===== src/shared/host_port_pkg.sv =====
// constants and types for the host memory port
package host_port_pkg;
   localparam int BUS_W       = 16;
   localparam int ADDR_W      = 14;
   localparam int PM_W        = 24;
   localparam int PAGE_W      = 8;
   localparam int PAGE_FIELD_W = 4;
   localparam int PM_LOW_W    = 8;

   // processor data-memory addresses of the port registers
   localparam logic [ADDR_W-1:0] OVERLAY_PAGE_OFFSET = 14'h3FE0;
   localparam logic [ADDR_W-1:0] START_ADDR_OFFSET   = 14'h3FE1;
   localparam logic [ADDR_W-1:0] MEM_CONFIG_OFFSET   = 14'h3FE7;
   localparam logic [ADDR_W-1:0] CTRL_REGION_BASE    = 14'h3FE0;

   // control word and register fields
   localparam int CW_PAGE_FLAG_BIT    = 15;
   localparam int CW_TARGET_BIT       = 14;
   localparam int SHORT_READ_MODE_BIT = 14;
   localparam int PM_PAGE_LSB         = 0;
   localparam int DM_PAGE_LSB         = 4;

   localparam logic [ADDR_W-1:0] ADDR_STEP      = 14'h0001;
   localparam logic [ADDR_W-1:0] ADDR_ZERO      = 14'h0000;
   localparam logic [PAGE_W-1:0] PAGE_RESET     = 8'h00;
   localparam logic [BUS_W-1:0]  WORD_ZERO      = 16'h0000;
   localparam logic [PM_LOW_W-1:0] BYTE_ZERO    = 8'h00;
   localparam logic [PM_W-1:0]   PM_WORD_ZERO   = 24'h000000;

   // boot mode pins in order C, B, A
   localparam logic [2:0] BOOT_MODE_HOST_PORT = 3'h5;

   typedef enum logic [1:0] {
      ST_IDLE    = 2'b00,
      ST_ACCESS  = 2'b01,
      ST_FETCH   = 2'b10,
      ST_RELEASE = 2'b11
   } port_state_t;
endpackage

===== src/logic/host_boot_hold.sv =====
// catches the boot mode pins after reset and holds execution for port boot
`timescale 1ns/10ps
module host_boot_hold (
   // clock and reset
   input  wire logic       clk_sys,
   input  wire logic       rst,
   // boot straps
   input  wire logic       boot_mode_a,
   input  wire logic       boot_mode_b,
   input  wire logic       boot_mode_c,
   // release event from the port
   input  wire logic       pm_zero_written,
   // hold to the sequencer
   output logic            execution_hold
);
   typedef struct packed {
      logic captured;
      logic hold;
   } boot_t;

   boot_t cur;
   boot_t next_cur;

   always_comb begin
      next_cur = cur;
      // straps are caught by the first clock after release, not by the reset itself
      if (!cur.captured) begin
         next_cur.captured = 1'b1;
         next_cur.hold = ({boot_mode_c, boot_mode_b, boot_mode_a} ==
                          host_port_pkg::BOOT_MODE_HOST_PORT);
      end else if (pm_zero_written) begin
         next_cur.hold = 1'b0;
      end
   end

   always_ff @(posedge clk_sys) begin
      if (rst) begin
         cur <= '{captured: 1'b0, hold: 1'b0};
      end else begin
         cur <= next_cur;
      end
   end

   assign execution_hold = cur.hold;
endmodule


===== src/logic/host_memory_dma_port.sv =====
// host memory port: multiplexed host bus to on-chip program and data memory
`timescale 1ns/10ps
module host_memory_dma_port (
   // clock and reset
   input  wire logic                              clk_sys,
   input  wire logic                              rst,
   // host pins
   input  wire logic                              port_select_n,
   input  wire logic                              address_latch_strobe,
   input  wire logic                              port_read_strobe_n,
   input  wire logic                              port_write_strobe_n,
   input  wire logic [host_port_pkg::BUS_W-1:0]   port_addr_data_bus_in,
   output logic [host_port_pkg::BUS_W-1:0]        port_addr_data_bus_out,
   output logic                                   port_addr_data_bus_oe,
   output logic                                   port_acknowledge_n,
   // boot straps and execution hold
   input  wire logic                              boot_mode_a,
   input  wire logic                              boot_mode_b,
   input  wire logic                              boot_mode_c,
   output logic                                   execution_hold,
   // processor data-memory-mapped register access
   input  wire logic                              cpu_wr_en,
   input  wire logic                              cpu_rd_en,
   input  wire logic [host_port_pkg::ADDR_W-1:0]  cpu_addr,
   input  wire logic [host_port_pkg::BUS_W-1:0]   cpu_wdata,
   output logic [host_port_pkg::BUS_W-1:0]        cpu_rdata,
   // on-chip memory, at most one stolen cycle per access, read data one cycle after request
   output logic                                   mem_req,
   output logic                                   mem_we,
   output logic                                   mem_dm,
   output logic [host_port_pkg::ADDR_W-1:0]       mem_addr,
   output logic [host_port_pkg::PM_W-1:0]         mem_wdata,
   input  wire logic [host_port_pkg::PM_W-1:0]    mem_rdata,
   // overlay selections and timing mode
   output logic [host_port_pkg::PAGE_FIELD_W-1:0] program_page_select,
   output logic [host_port_pkg::PAGE_FIELD_W-1:0] data_page_select,
   output logic                                   short_read_only_mode
);
   typedef struct packed {
      host_port_pkg::port_state_t          state;
      logic [host_port_pkg::ADDR_W-1:0]    addr;
      logic                                target_dm;
      logic                                second_half;
      logic                                is_read;
      logic [host_port_pkg::BUS_W-1:0]     hold_word;
      logic [host_port_pkg::PAGE_W-1:0]    overlay_page;
      logic                                short_read_mode;
      logic                                ack_n;
      logic [host_port_pkg::BUS_W-1:0]     bus_out;
      logic                                bus_oe;
      logic                                mem_req;
      logic                                mem_we;
      logic                                mem_dm;
      logic [host_port_pkg::ADDR_W-1:0]    mem_addr;
      logic [host_port_pkg::PM_W-1:0]      mem_wdata;
      logic [host_port_pkg::BUS_W-1:0]     cpu_rdata;
      logic                                pm_zero_written;
   } port_t;

   port_t cur;
   port_t next_cur;

   logic                             s_sel_n;
   logic                             s_ale;
   logic                             s_rd_n;
   logic                             s_wr_n;
   logic [host_port_pkg::BUS_W-1:0]  s_bus;
   logic                             s_sel_fall;
   logic                             access_start;
   logic                             write_req;

   host_strobe_sampler u_sampler (
      .clk_sys              (clk_sys),
      .rst                  (rst),
      .port_select_n        (port_select_n),
      .address_latch_strobe (address_latch_strobe),
      .port_read_strobe_n   (port_read_strobe_n),
      .port_write_strobe_n  (port_write_strobe_n),
      .bus_in               (port_addr_data_bus_in),
      .sel_n                (s_sel_n),
      .ale                  (s_ale),
      .rd_n                 (s_rd_n),
      .wr_n                 (s_wr_n),
      .bus                  (s_bus),
      .sel_fall             (s_sel_fall)
   );

   host_boot_hold u_boot (
      .clk_sys         (clk_sys),
      .rst             (rst),
      .boot_mode_a     (boot_mode_a),
      .boot_mode_b     (boot_mode_b),
      .boot_mode_c     (boot_mode_c),
      .pm_zero_written (cur.pm_zero_written),
      .execution_hold  (execution_hold)
   );

   // control registers live at the top of data memory and host writes to them are blocked
   function automatic logic in_ctrl_region(input logic dm,
                                           input logic [host_port_pkg::ADDR_W-1:0] a);
      in_ctrl_region = dm && (a >= host_port_pkg::CTRL_REGION_BASE);
   endfunction

   function automatic logic [host_port_pkg::BUS_W-1:0] overlay_word(
      input logic [host_port_pkg::PAGE_W-1:0] page);
      overlay_word = {{(host_port_pkg::BUS_W-host_port_pkg::PAGE_W){1'b0}}, page};
   endfunction

   assign access_start = ~s_sel_n & ~s_ale & (~s_rd_n | ~s_wr_n);
   assign write_req    = s_rd_n & ~s_wr_n;

   always_comb begin
      next_cur                 = cur;
      next_cur.mem_req         = 1'b0;
      next_cur.mem_we          = 1'b0;
      next_cur.pm_zero_written = 1'b0;

      // processor side register writes
      if (cpu_wr_en) begin
         if (cpu_addr == host_port_pkg::OVERLAY_PAGE_OFFSET) begin
            next_cur.overlay_page = cpu_wdata[host_port_pkg::PAGE_W-1:0];
         end
         if (cpu_addr == host_port_pkg::START_ADDR_OFFSET) begin
            next_cur.addr        = cpu_wdata[host_port_pkg::ADDR_W-1:0];
            next_cur.target_dm   = cpu_wdata[host_port_pkg::CW_TARGET_BIT];
            next_cur.second_half = 1'b0;
         end
         if (cpu_addr == host_port_pkg::MEM_CONFIG_OFFSET) begin
            next_cur.short_read_mode = cpu_wdata[host_port_pkg::SHORT_READ_MODE_BIT];
         end
      end

      // the start address register is write only, so it reads as zero
      if (cpu_rd_en) begin
         if (cpu_addr == host_port_pkg::OVERLAY_PAGE_OFFSET) begin
            next_cur.cpu_rdata = overlay_word(cur.overlay_page);
         end else if (cpu_addr == host_port_pkg::MEM_CONFIG_OFFSET) begin
            next_cur.cpu_rdata = host_port_pkg::WORD_ZERO;
            next_cur.cpu_rdata[host_port_pkg::SHORT_READ_MODE_BIT] = cur.short_read_mode;
         end else begin
            next_cur.cpu_rdata = host_port_pkg::WORD_ZERO;
         end
      end

      case (cur.state)
         host_port_pkg::ST_IDLE: begin
            next_cur.ack_n  = 1'b0;
            next_cur.bus_oe = 1'b0;
            // a host control word overrides a processor write in the same cycle
            if (s_sel_fall && s_ale) begin
               if (s_bus[host_port_pkg::CW_PAGE_FLAG_BIT]) begin
                  next_cur.overlay_page = s_bus[host_port_pkg::PAGE_W-1:0];
               end else begin
                  next_cur.addr        = s_bus[host_port_pkg::ADDR_W-1:0];
                  next_cur.target_dm   = s_bus[host_port_pkg::CW_TARGET_BIT];
                  next_cur.second_half = 1'b0;
               end
            end else if (access_start) begin
               next_cur.state    = host_port_pkg::ST_ACCESS;
               next_cur.ack_n    = 1'b1;
               next_cur.is_read  = ~write_req;
               next_cur.mem_addr = cur.addr;
               next_cur.mem_dm   = cur.target_dm;
               if (cur.target_dm) begin
                  next_cur.mem_req   = 1'b1;
                  next_cur.mem_we    = write_req && !in_ctrl_region(cur.target_dm, cur.addr);
                  next_cur.mem_wdata = {host_port_pkg::BYTE_ZERO, s_bus};
               end else if (!cur.second_half) begin
                  // first part: read fetches the whole word, write only holds the upper 16
                  next_cur.mem_req = ~write_req;
                  if (write_req) begin
                     next_cur.hold_word = s_bus;
                  end
               end else if (write_req) begin
                  next_cur.mem_req   = 1'b1;
                  next_cur.mem_we    = 1'b1;
                  next_cur.mem_wdata = {cur.hold_word, s_bus[host_port_pkg::PM_LOW_W-1:0]};
                  next_cur.pm_zero_written = (cur.addr == host_port_pkg::ADDR_ZERO);
               end
            end
         end
         host_port_pkg::ST_ACCESS: begin
            next_cur.state = host_port_pkg::ST_FETCH;
         end
         host_port_pkg::ST_FETCH: begin
            if (cur.is_read) begin
               if (cur.target_dm) begin
                  next_cur.bus_out = mem_rdata[host_port_pkg::BUS_W-1:0];
               end else if (!cur.second_half) begin
                  next_cur.bus_out   = mem_rdata[host_port_pkg::PM_W-1:host_port_pkg::PM_LOW_W];
                  next_cur.hold_word = {host_port_pkg::BYTE_ZERO,
                                        mem_rdata[host_port_pkg::PM_LOW_W-1:0]};
               end else begin
                  next_cur.bus_out = {host_port_pkg::BYTE_ZERO,
                                      cur.hold_word[host_port_pkg::PM_LOW_W-1:0]};
               end
            end
            if (cur.target_dm || cur.second_half) begin
               next_cur.addr        = cur.addr + host_port_pkg::ADDR_STEP;
               next_cur.second_half = 1'b0;
            end else begin
               next_cur.second_half = 1'b1;
            end
            next_cur.ack_n  = 1'b0;
            next_cur.bus_oe = cur.is_read;
            next_cur.state  = host_port_pkg::ST_RELEASE;
         end
         host_port_pkg::ST_RELEASE: begin
            // the bus is driven only while the host still holds its read strobe
            if (s_sel_n || (s_rd_n && s_wr_n)) begin
               next_cur.bus_oe = 1'b0;
               next_cur.state  = host_port_pkg::ST_IDLE;
            end
         end
         default: begin
            next_cur.state  = host_port_pkg::ST_IDLE;
            next_cur.bus_oe = 1'b0;
         end
      endcase
   end

   always_ff @(posedge clk_sys) begin
      if (rst) begin
         cur <= '{state:           host_port_pkg::ST_IDLE,
                  addr:            host_port_pkg::ADDR_ZERO,
                  target_dm:       1'b0,
                  second_half:     1'b0,
                  is_read:         1'b0,
                  hold_word:       host_port_pkg::WORD_ZERO,
                  overlay_page:    host_port_pkg::PAGE_RESET,
                  short_read_mode: 1'b0,
                  ack_n:           1'b1,
                  bus_out:         host_port_pkg::WORD_ZERO,
                  bus_oe:          1'b0,
                  mem_req:         1'b0,
                  mem_we:          1'b0,
                  mem_dm:          1'b0,
                  mem_addr:        host_port_pkg::ADDR_ZERO,
                  mem_wdata:       host_port_pkg::PM_WORD_ZERO,
                  cpu_rdata:       host_port_pkg::WORD_ZERO,
                  pm_zero_written: 1'b0};
      end else begin
         cur <= next_cur;
      end
   end

   // the latched address has no read path to the host bus
   assign port_addr_data_bus_out = cur.bus_out;
   assign port_addr_data_bus_oe  = cur.bus_oe;
   assign port_acknowledge_n     = cur.ack_n;
   assign cpu_rdata              = cur.cpu_rdata;
   assign mem_req                = cur.mem_req;
   assign mem_we                 = cur.mem_we;
   assign mem_dm                 = cur.mem_dm;
   assign mem_addr               = cur.mem_addr;
   assign mem_wdata              = cur.mem_wdata;
   assign short_read_only_mode   = cur.short_read_mode;
   assign program_page_select    =
      cur.overlay_page[host_port_pkg::PM_PAGE_LSB +: host_port_pkg::PAGE_FIELD_W];
   assign data_page_select       =
      cur.overlay_page[host_port_pkg::DM_PAGE_LSB +: host_port_pkg::PAGE_FIELD_W];
endmodule


===== src/logic/host_strobe_sampler.sv =====
// registers the host pins once per clock and flags the select falling edge
`timescale 1ns/10ps
module host_strobe_sampler (
   // clock and reset
   input  wire logic                           clk_sys,
   input  wire logic                           rst,
   // raw host pins
   input  wire logic                           port_select_n,
   input  wire logic                           address_latch_strobe,
   input  wire logic                           port_read_strobe_n,
   input  wire logic                           port_write_strobe_n,
   input  wire logic [host_port_pkg::BUS_W-1:0] bus_in,
   // sampled view
   output logic                                sel_n,
   output logic                                ale,
   output logic                                rd_n,
   output logic                                wr_n,
   output logic [host_port_pkg::BUS_W-1:0]     bus,
   output logic                                sel_fall
);
   typedef struct packed {
      logic                           sel_n;
      logic                           sel_n_prev;
      logic                           ale;
      logic                           rd_n;
      logic                           wr_n;
      logic [host_port_pkg::BUS_W-1:0] bus;
   } sample_t;

   sample_t cur;
   sample_t next_cur;

   // this register stage is the single synchronising cycle ahead of an access
   always_comb begin
      next_cur            = cur;
      next_cur.sel_n      = port_select_n;
      next_cur.sel_n_prev = cur.sel_n;
      next_cur.ale        = address_latch_strobe;
      next_cur.rd_n       = port_read_strobe_n;
      next_cur.wr_n       = port_write_strobe_n;
      next_cur.bus        = bus_in;
   end

   always_ff @(posedge clk_sys) begin
      if (rst) begin
         cur <= '{sel_n: 1'b1, sel_n_prev: 1'b1, ale: 1'b0, rd_n: 1'b1, wr_n: 1'b1,
                  bus: host_port_pkg::WORD_ZERO};
      end else begin
         cur <= next_cur;
      end
   end

   assign sel_n    = cur.sel_n;
   assign ale      = cur.ale;
   assign rd_n     = cur.rd_n;
   assign wr_n     = cur.wr_n;
   assign bus      = cur.bus;
   assign sel_fall = cur.sel_n_prev & ~cur.sel_n;
endmodule


===== config.mk =====
export PLATFORM = sky130hd
export DESIGN_NAME = host_memory_dma_port
export DESIGN_NICKNAME = d
export VERILOG_FILES = /design/src/shared/host_port_pkg.sv /design/src/logic/host_boot_hold.sv /design/src/logic/host_memory_dma_port.sv /design/src/logic/host_strobe_sampler.sv
export SDC_FILE = /design/constraint.sdc
export NUM_CORES = 1
export LEC_CHECK = 0
export BUFFER_PORTS_ARGS = -buffer_cell sky130_fd_sc_hd__clkbuf_2
export CAP_MARGIN = 25
export CORE_ASPECT_RATIO = 2
export CORE_MARGIN = 2
export CORE_UTILIZATION = 55
export CTS_CLUSTER_DIAMETER = 40
export CTS_CLUSTER_SIZE = 24
export DETAILED_ROUTE_END_ITERATION = 16
export GPL_TIMING_DRIVEN = 1
export HOLD_SLACK_MARGIN = 0.1
export PLACE_DENSITY_LB_ADDON = 0.25
export REMOVE_ABC_BUFFERS = 1
export SETUP_SLACK_MARGIN = 0.1
export SYNTH_ARGS = -nofsm -noshare
export SYNTH_HDL_FRONTEND = slang
export SYNTH_SLANG_ARGS = --single-unit

===== constraint.sdc =====
create_clock -name clk_sys -period 2.8 [get_ports clk_sys]
set_clock_uncertainty 0.05 [all_clocks]
set_input_delay 0.42 -clock clk_sys [delete_from_list [all_inputs] [get_ports clk_sys]]
set_output_delay 0.42 -clock clk_sys [all_outputs]
set_load 0.02 [all_outputs]

==> After elaboration in Yosys (flattened, before gate mapping) <==
Cells that the tools add are included.
Widths: inputs -> output; s select.
{ "op_classes": {"n_bitwise": 14, "n_mux": 47, "reduce_logical": 22, "n_addsub": 1, "n_lt_le_gt_ge": 1, "n_eq_ne": 17} }
{ "ops": {"columns": ["op", "n"], "rows": [
  ["$mux 16", 14],
  ["$mux 24", 3],
  ["$eq 14x14->1 const B", 3],
  ["$mux 8", 4],
  ["$pmux 16 s2", 1],
  ["$mux 15", 2],
  ["$pmux 14 s2", 1],
  ["$ne 2x2->1 const B", 10],
  ["$add 14x1->14 const B", 1],
  ["$ge 14x14->1 const B", 1],
  ["$logic_not 14->1", 1],
  ["$mux 14", 1],
  ["$mux 2", 6],
  ["$mux 1", 10],
  ["$mux 9", 1],
  ["$not 1->1", 9],
  ["$reduce_and 9->1", 1],
  ["$pmux 2 s4", 1],
  ["$reduce_or 7->1", 1],
  ["$reduce_and 2->1", 3],
  ["$reduce_and 3->1", 2],
  ["$reduce_bool 2->1", 3],
  ["$reduce_and 5->1", 1],
  ["$and 1x1->1", 4],
  ["other kinds (12)", 18]
]} }
{ "word_totals": {"regBits": 143, "out_inout_bits": 85, "inputBits": 81, "word_cells": 128} }

==> Logic depth before layout (Yosys ltp) <==
{ "logic_depth": {"ltp_word": 8, "mapped_depth": 10, "depth_no_buf": 7} }

==> Hierarchy <==
From an unflattened synthesis, not the netlist that was laid out.
{ "unflattened": {"cells_unflattened": 749, "hier_area_um2": 6557.5} }
{ "modules_own_cells": {"columns": ["mod", "instances", "seq_area_each_um2", "cells_each", "area_each_um2"], "rows": [
  ["host_memory_dma_port", 1, 2262.2, 682, 5795.6],
  ["host_strobe_sampler", 1, 420.4, 61, 694.4],
  ["host_boot_hold", 1, 40.0, 6, 67.6]
]} }

==> Worst setup path after synthesis <==
OpenSTA, ideal clock, no wires.
{ "synth_path": {"kind": "flip-flop to flip-flop", "from": "register cur[118] (netlist bit)", "to": "register cur[115] (netlist bit)", "stages_incl_launch_ff": 9, "arrival_time_ps": 1617, "slack_ps": 1001, "t_required_ps": 2618, "setup_ps": 132, "period_less_slack_ps": 1799, "path_buffers": 1, "cell_sequence": "dfxtp_1 > inv_1 > ha_1 > nand4b_1 > a2bb2oi_1 > a21oi_2 > buf_2 > a2bb2oi_1 > a21oi_1"} }
{ "synth_between": {"elab_chain_cells": 2, "elab_cells_between_ends": 3, "classes_between": "eq/ne (1); mux (1); reduce/logical (1)"} }
{ "synth_lines": {"columns": ["item", "line", "rtl"], "rows": [
  ["from (decl)", "host_memory_dma_port.sv:60", "port_t cur;"],
  ["from (signal assigned)", "host_memory_dma_port.sv:224", "cur <= '{state: host_port_pkg::ST_IDLE,"],
  ["from (signal assigned)", "host_memory_dma_port.sv:243", "cur <= next_cur;"],
  ["$eq 2x2->1 or $logic_not 2->1 (tied branches)", "host_memory_dma_port.sv:145", "case (cur.state)"],
  ["$pmux 14 s2 *", "host_memory_dma_port.sv:145", null]
]} }
Every way passes the cells marked *; elsewhere a longest branch is shown, timed or not.
A chain may end at the register's enable or synchronous reset.

==> Worst setup path in the final report <==
{ "layout_path": {"from": "register cur[118] (netlist bit)", "to": "register cur[104] (netlist bit)"} }
Same word-level chain as after synthesis.

==> summary.md <==
| Metric | Value |
|---|---|
| Startpoint class of the critical path | `flip-flop` |
| Clock transition at path regs | `0.06 ns` |
| Number of global-route vias before repair | `4908` |
| Largest net degree at the start of global routing | `42` |
| Post-CTS sizing | `0` |
| Yosys reg bits | `136` |
| CP max FO | `14` |
| Worst-skew pair later-pin latency | `0.41 ns` |
| Synth Cell Area | `6450 sq um` |
| PwrDens | `697 nW/um^2` |
| Clk buf depth | `2` |
| P_leak | `0.00289 uW` |
| Top_reg_cell synth | `dfxtp_1` |
| Die H | `157 um` |
| Worst hold path class | `in2reg` |
| Asr flop ratio synth | `0` |
| H-tree depth | `4` |
| Overflow after GRT | `0` |
| Starting Density | `0.558` |
| Bufs and invs on worst path | `1` |
| Worst Reg-to-Reg Cells | `7` |
| Placed cell count | `942` |
| GP Congestion | `0.835` |
| Antenna cells | `0` |
| Worst-Margin Slew | `0.737 ns` |
| WL/cell | `15.7 um` |
| Rows | `56` |
| Fill cells | `1046` |
| Drt total wl | `15300 um` |
| Hold Violations, Final | `0` |
| # nets final | `904` |
| Final max-slew violation count | `0` |
| Syn. warnings | `0` |
| Final min period | `2.31 ns` |
| Total track usage | `0.247` |
| Worst VDD drop | `0.511 mV` |
| Max-slew headroom | `0.505` |
| Setup_tns | `0 ns` |
| Reg2reg setup slack | `0.49 ns` |
| Initial DRC Count | `239` |
| Seq/Total Area, Yosys | `0.422` |
| Synth unique cells | `52` |
| Sw frac | `0.267` |
| WP depth | `7` |
| Critical path's top delay family | `compound AO/OA/AOI/OAI gates` |
| Syn Inst Count | `745` |
| Hold_buf cts | `0` |
| Most common cell after layout, fill and taps aside | `clkbuf_2` |
| Req. time, crit path | `3.03 ns` |
| Post-Layout Cell Count | `974` |
| Clock share of power | `0.419` |
| Sw Pwr | `1360 uW` |
| Number of synthesized flops with an enable pin | `0` |
| I/O pin cnt | `166` |
| Vias | `5207` |
| Final hold slack | `0.142 ns` |
| Cells along the critical path | `inv_1 -> ha_1 -> nand4b_1 -> a2bb2oi_1 -> a21oi_2 -> o221a_2 -> nor2_1` |
| Final Setup Violations | `0` |
| CP peak stage delay | `0.54 ns` |
| Synthesized area per cell | `8.66 sq um` |
| Remaining DRCs | `0` |
| Hold Path Cell Cnt | `2` |
| P&R area growth vs syn | `13.0%` |
| RSZ-0062 raised after global routing | `no` |
| P_int | `3720 uW` |
| Combinational power share | `0.151` |
| Detail Placement HPWL | `10800 um` |
| Core area | `11600 sq um` |
| Period utilization | `0.824` |
| DRT Pass-1 Iters | `5` |
| Critical Path Sink Type | `flip-flop` |
| Via/cell ratio | `5.35` |
| Die Span X | `80.6 um` |
| I/O Buffers | `157` |
| Final worst-path setup slack | `0.494 ns` |
| Tot Pwr | `5080 uW` |
| ANT nets after route | `0` |
| Critical Setup Path Class | `reg2reg` |
| Fmax achieved | `434 MHz` |
| Initial antenna violation count | `0` |
| # clock sinks | `136` |
| Most frequent cells in the layout | `clkbuf_2 (156), dfxtp_1 (136), nand2_1 (101), nor2_1 (62), a21oi_1 (60)` |
| Worst path slowest cell | `a21oi_2` |
| Max-cap violations | `0` |
| CTS tree | `yes` |
| # Post-CTS Setup Buffers | `0` |
| Sequential power share | `0.431` |
| Clock Tree Root | `clkbuf_16` |
| First-pass GRT wire length | `24300 um` |
| Layout cells sized above 1 | `0.258` |
| Status | `complete, no violations` |
| Total CTS buffers | `17` |
| Pre-CTS WS | `0.532 ns` |
| Critical Path AT | `2.53 ns` |
| Die area | `12700 sq um` |
-- cell families (layout without fill, tap and decap cells) --
group / Yosys count / in the layout / share of synthesized area
compound gates: 137 / 137 / 0.136
xor+xnor: 11 / 11 / 0.0149
fa+ha+maj: 7 / 7 / 0.0136
buf+inv: 133 / 211 / 0.131
flops: 136 / 136 / 0.422
mux: 49 / 49 / 0.0761
other cells: 1 / 7 / 0.000582
simple gates: 271 / 271 / 0.205
-- per-layer routing --
layer	GRT usage	wire [um]
met2	0.400	7440
met3	0.0545	922
met1	0.306	6310
met5	0	0
met4	0.122	623
-- final timing paths --
path / start / end
max: cur[118] / cur[104]
min: port_write_strobe_n / u_sampler.wr_n
max reg2reg: cur[118] / cur[104]
min reg2reg: mem_addr[5] / mem_addr[5]
-- Yosys cell counts, types with 6 or more instances --
library cell	count	area share
a21oi_1	60	0.047
o21ai_0	19	0.015
nand2b_1	10	0.0097
mux2i_1	49	0.076
inv_1	10	0.0058
buf_2	14	0.011
a22oi_1	11	0.013
nand3b_1	10	0.012
a211oi_1	19	0.022
clkbuf_1	21	0.012
xor2_1	7	0.0095
nand2_1	101	0.059
nor2b_1	31	0.030
or2_2	8	0.0078
ha_1	7	0.014
a221oi_1	8	0.011
buf_4	82	0.095
nand3_1	6	0.0047
nor2_1	62	0.036
nor3_1	16	0.012
dfxtp_1	136	0.42
-- metrics by stage --
step	util	cell area [sq um]
after floorplan	-	5660
after global placement	0.582	6720
after detailed placement	0.582	6720
after CTS	0.630	7280
after global routing	0.630	7280
final	0.630	7280
-- flip-flops by register name (all words and copies together) (netlist names), 4 cells and up --
register	cells
port_addr_data_bus_out	16
data_page_select	4
cur	36
cpu_rdata	9
mem_wdata	24
program_page_select	4
u_sampler.bus	16
mem_addr	14
-- area by class of cell --
type                    instances  area, sq um  area share
clock buffers                  25          465      0.0639
repair buffers                169          878       0.121
flip-flops and latches        136         2720       0.374
inverters                      10         37.5     0.00515
clock inverters                 7         95.1      0.0131
well taps                     145          181      0.0249
multi-input cells             482         2900       0.399
-- worst register-to-register path: cells and delay by family (launching register included) --
family | cells | cell delay (ns)
compound gates | 3 | 1.07
flops | 1 | 0.35
simple gates | 2 | 0.31
fa+ha+maj | 1 | 0.30
buf+inv | 1 | 0.10
-- power groups by stage --
stage	clock [uW]	combinational, uW	sequential, uW
6_report	2130	766	2190
5_1_grt	2250	848	2200
4_1_cts	2160	766	2190
3_5_place_dp	0	759	2230
3_3_place_gp	0	739	2220
2_1_floorplan	0	495	2200
No activity file was read; power rests on OpenSTA's default activity.
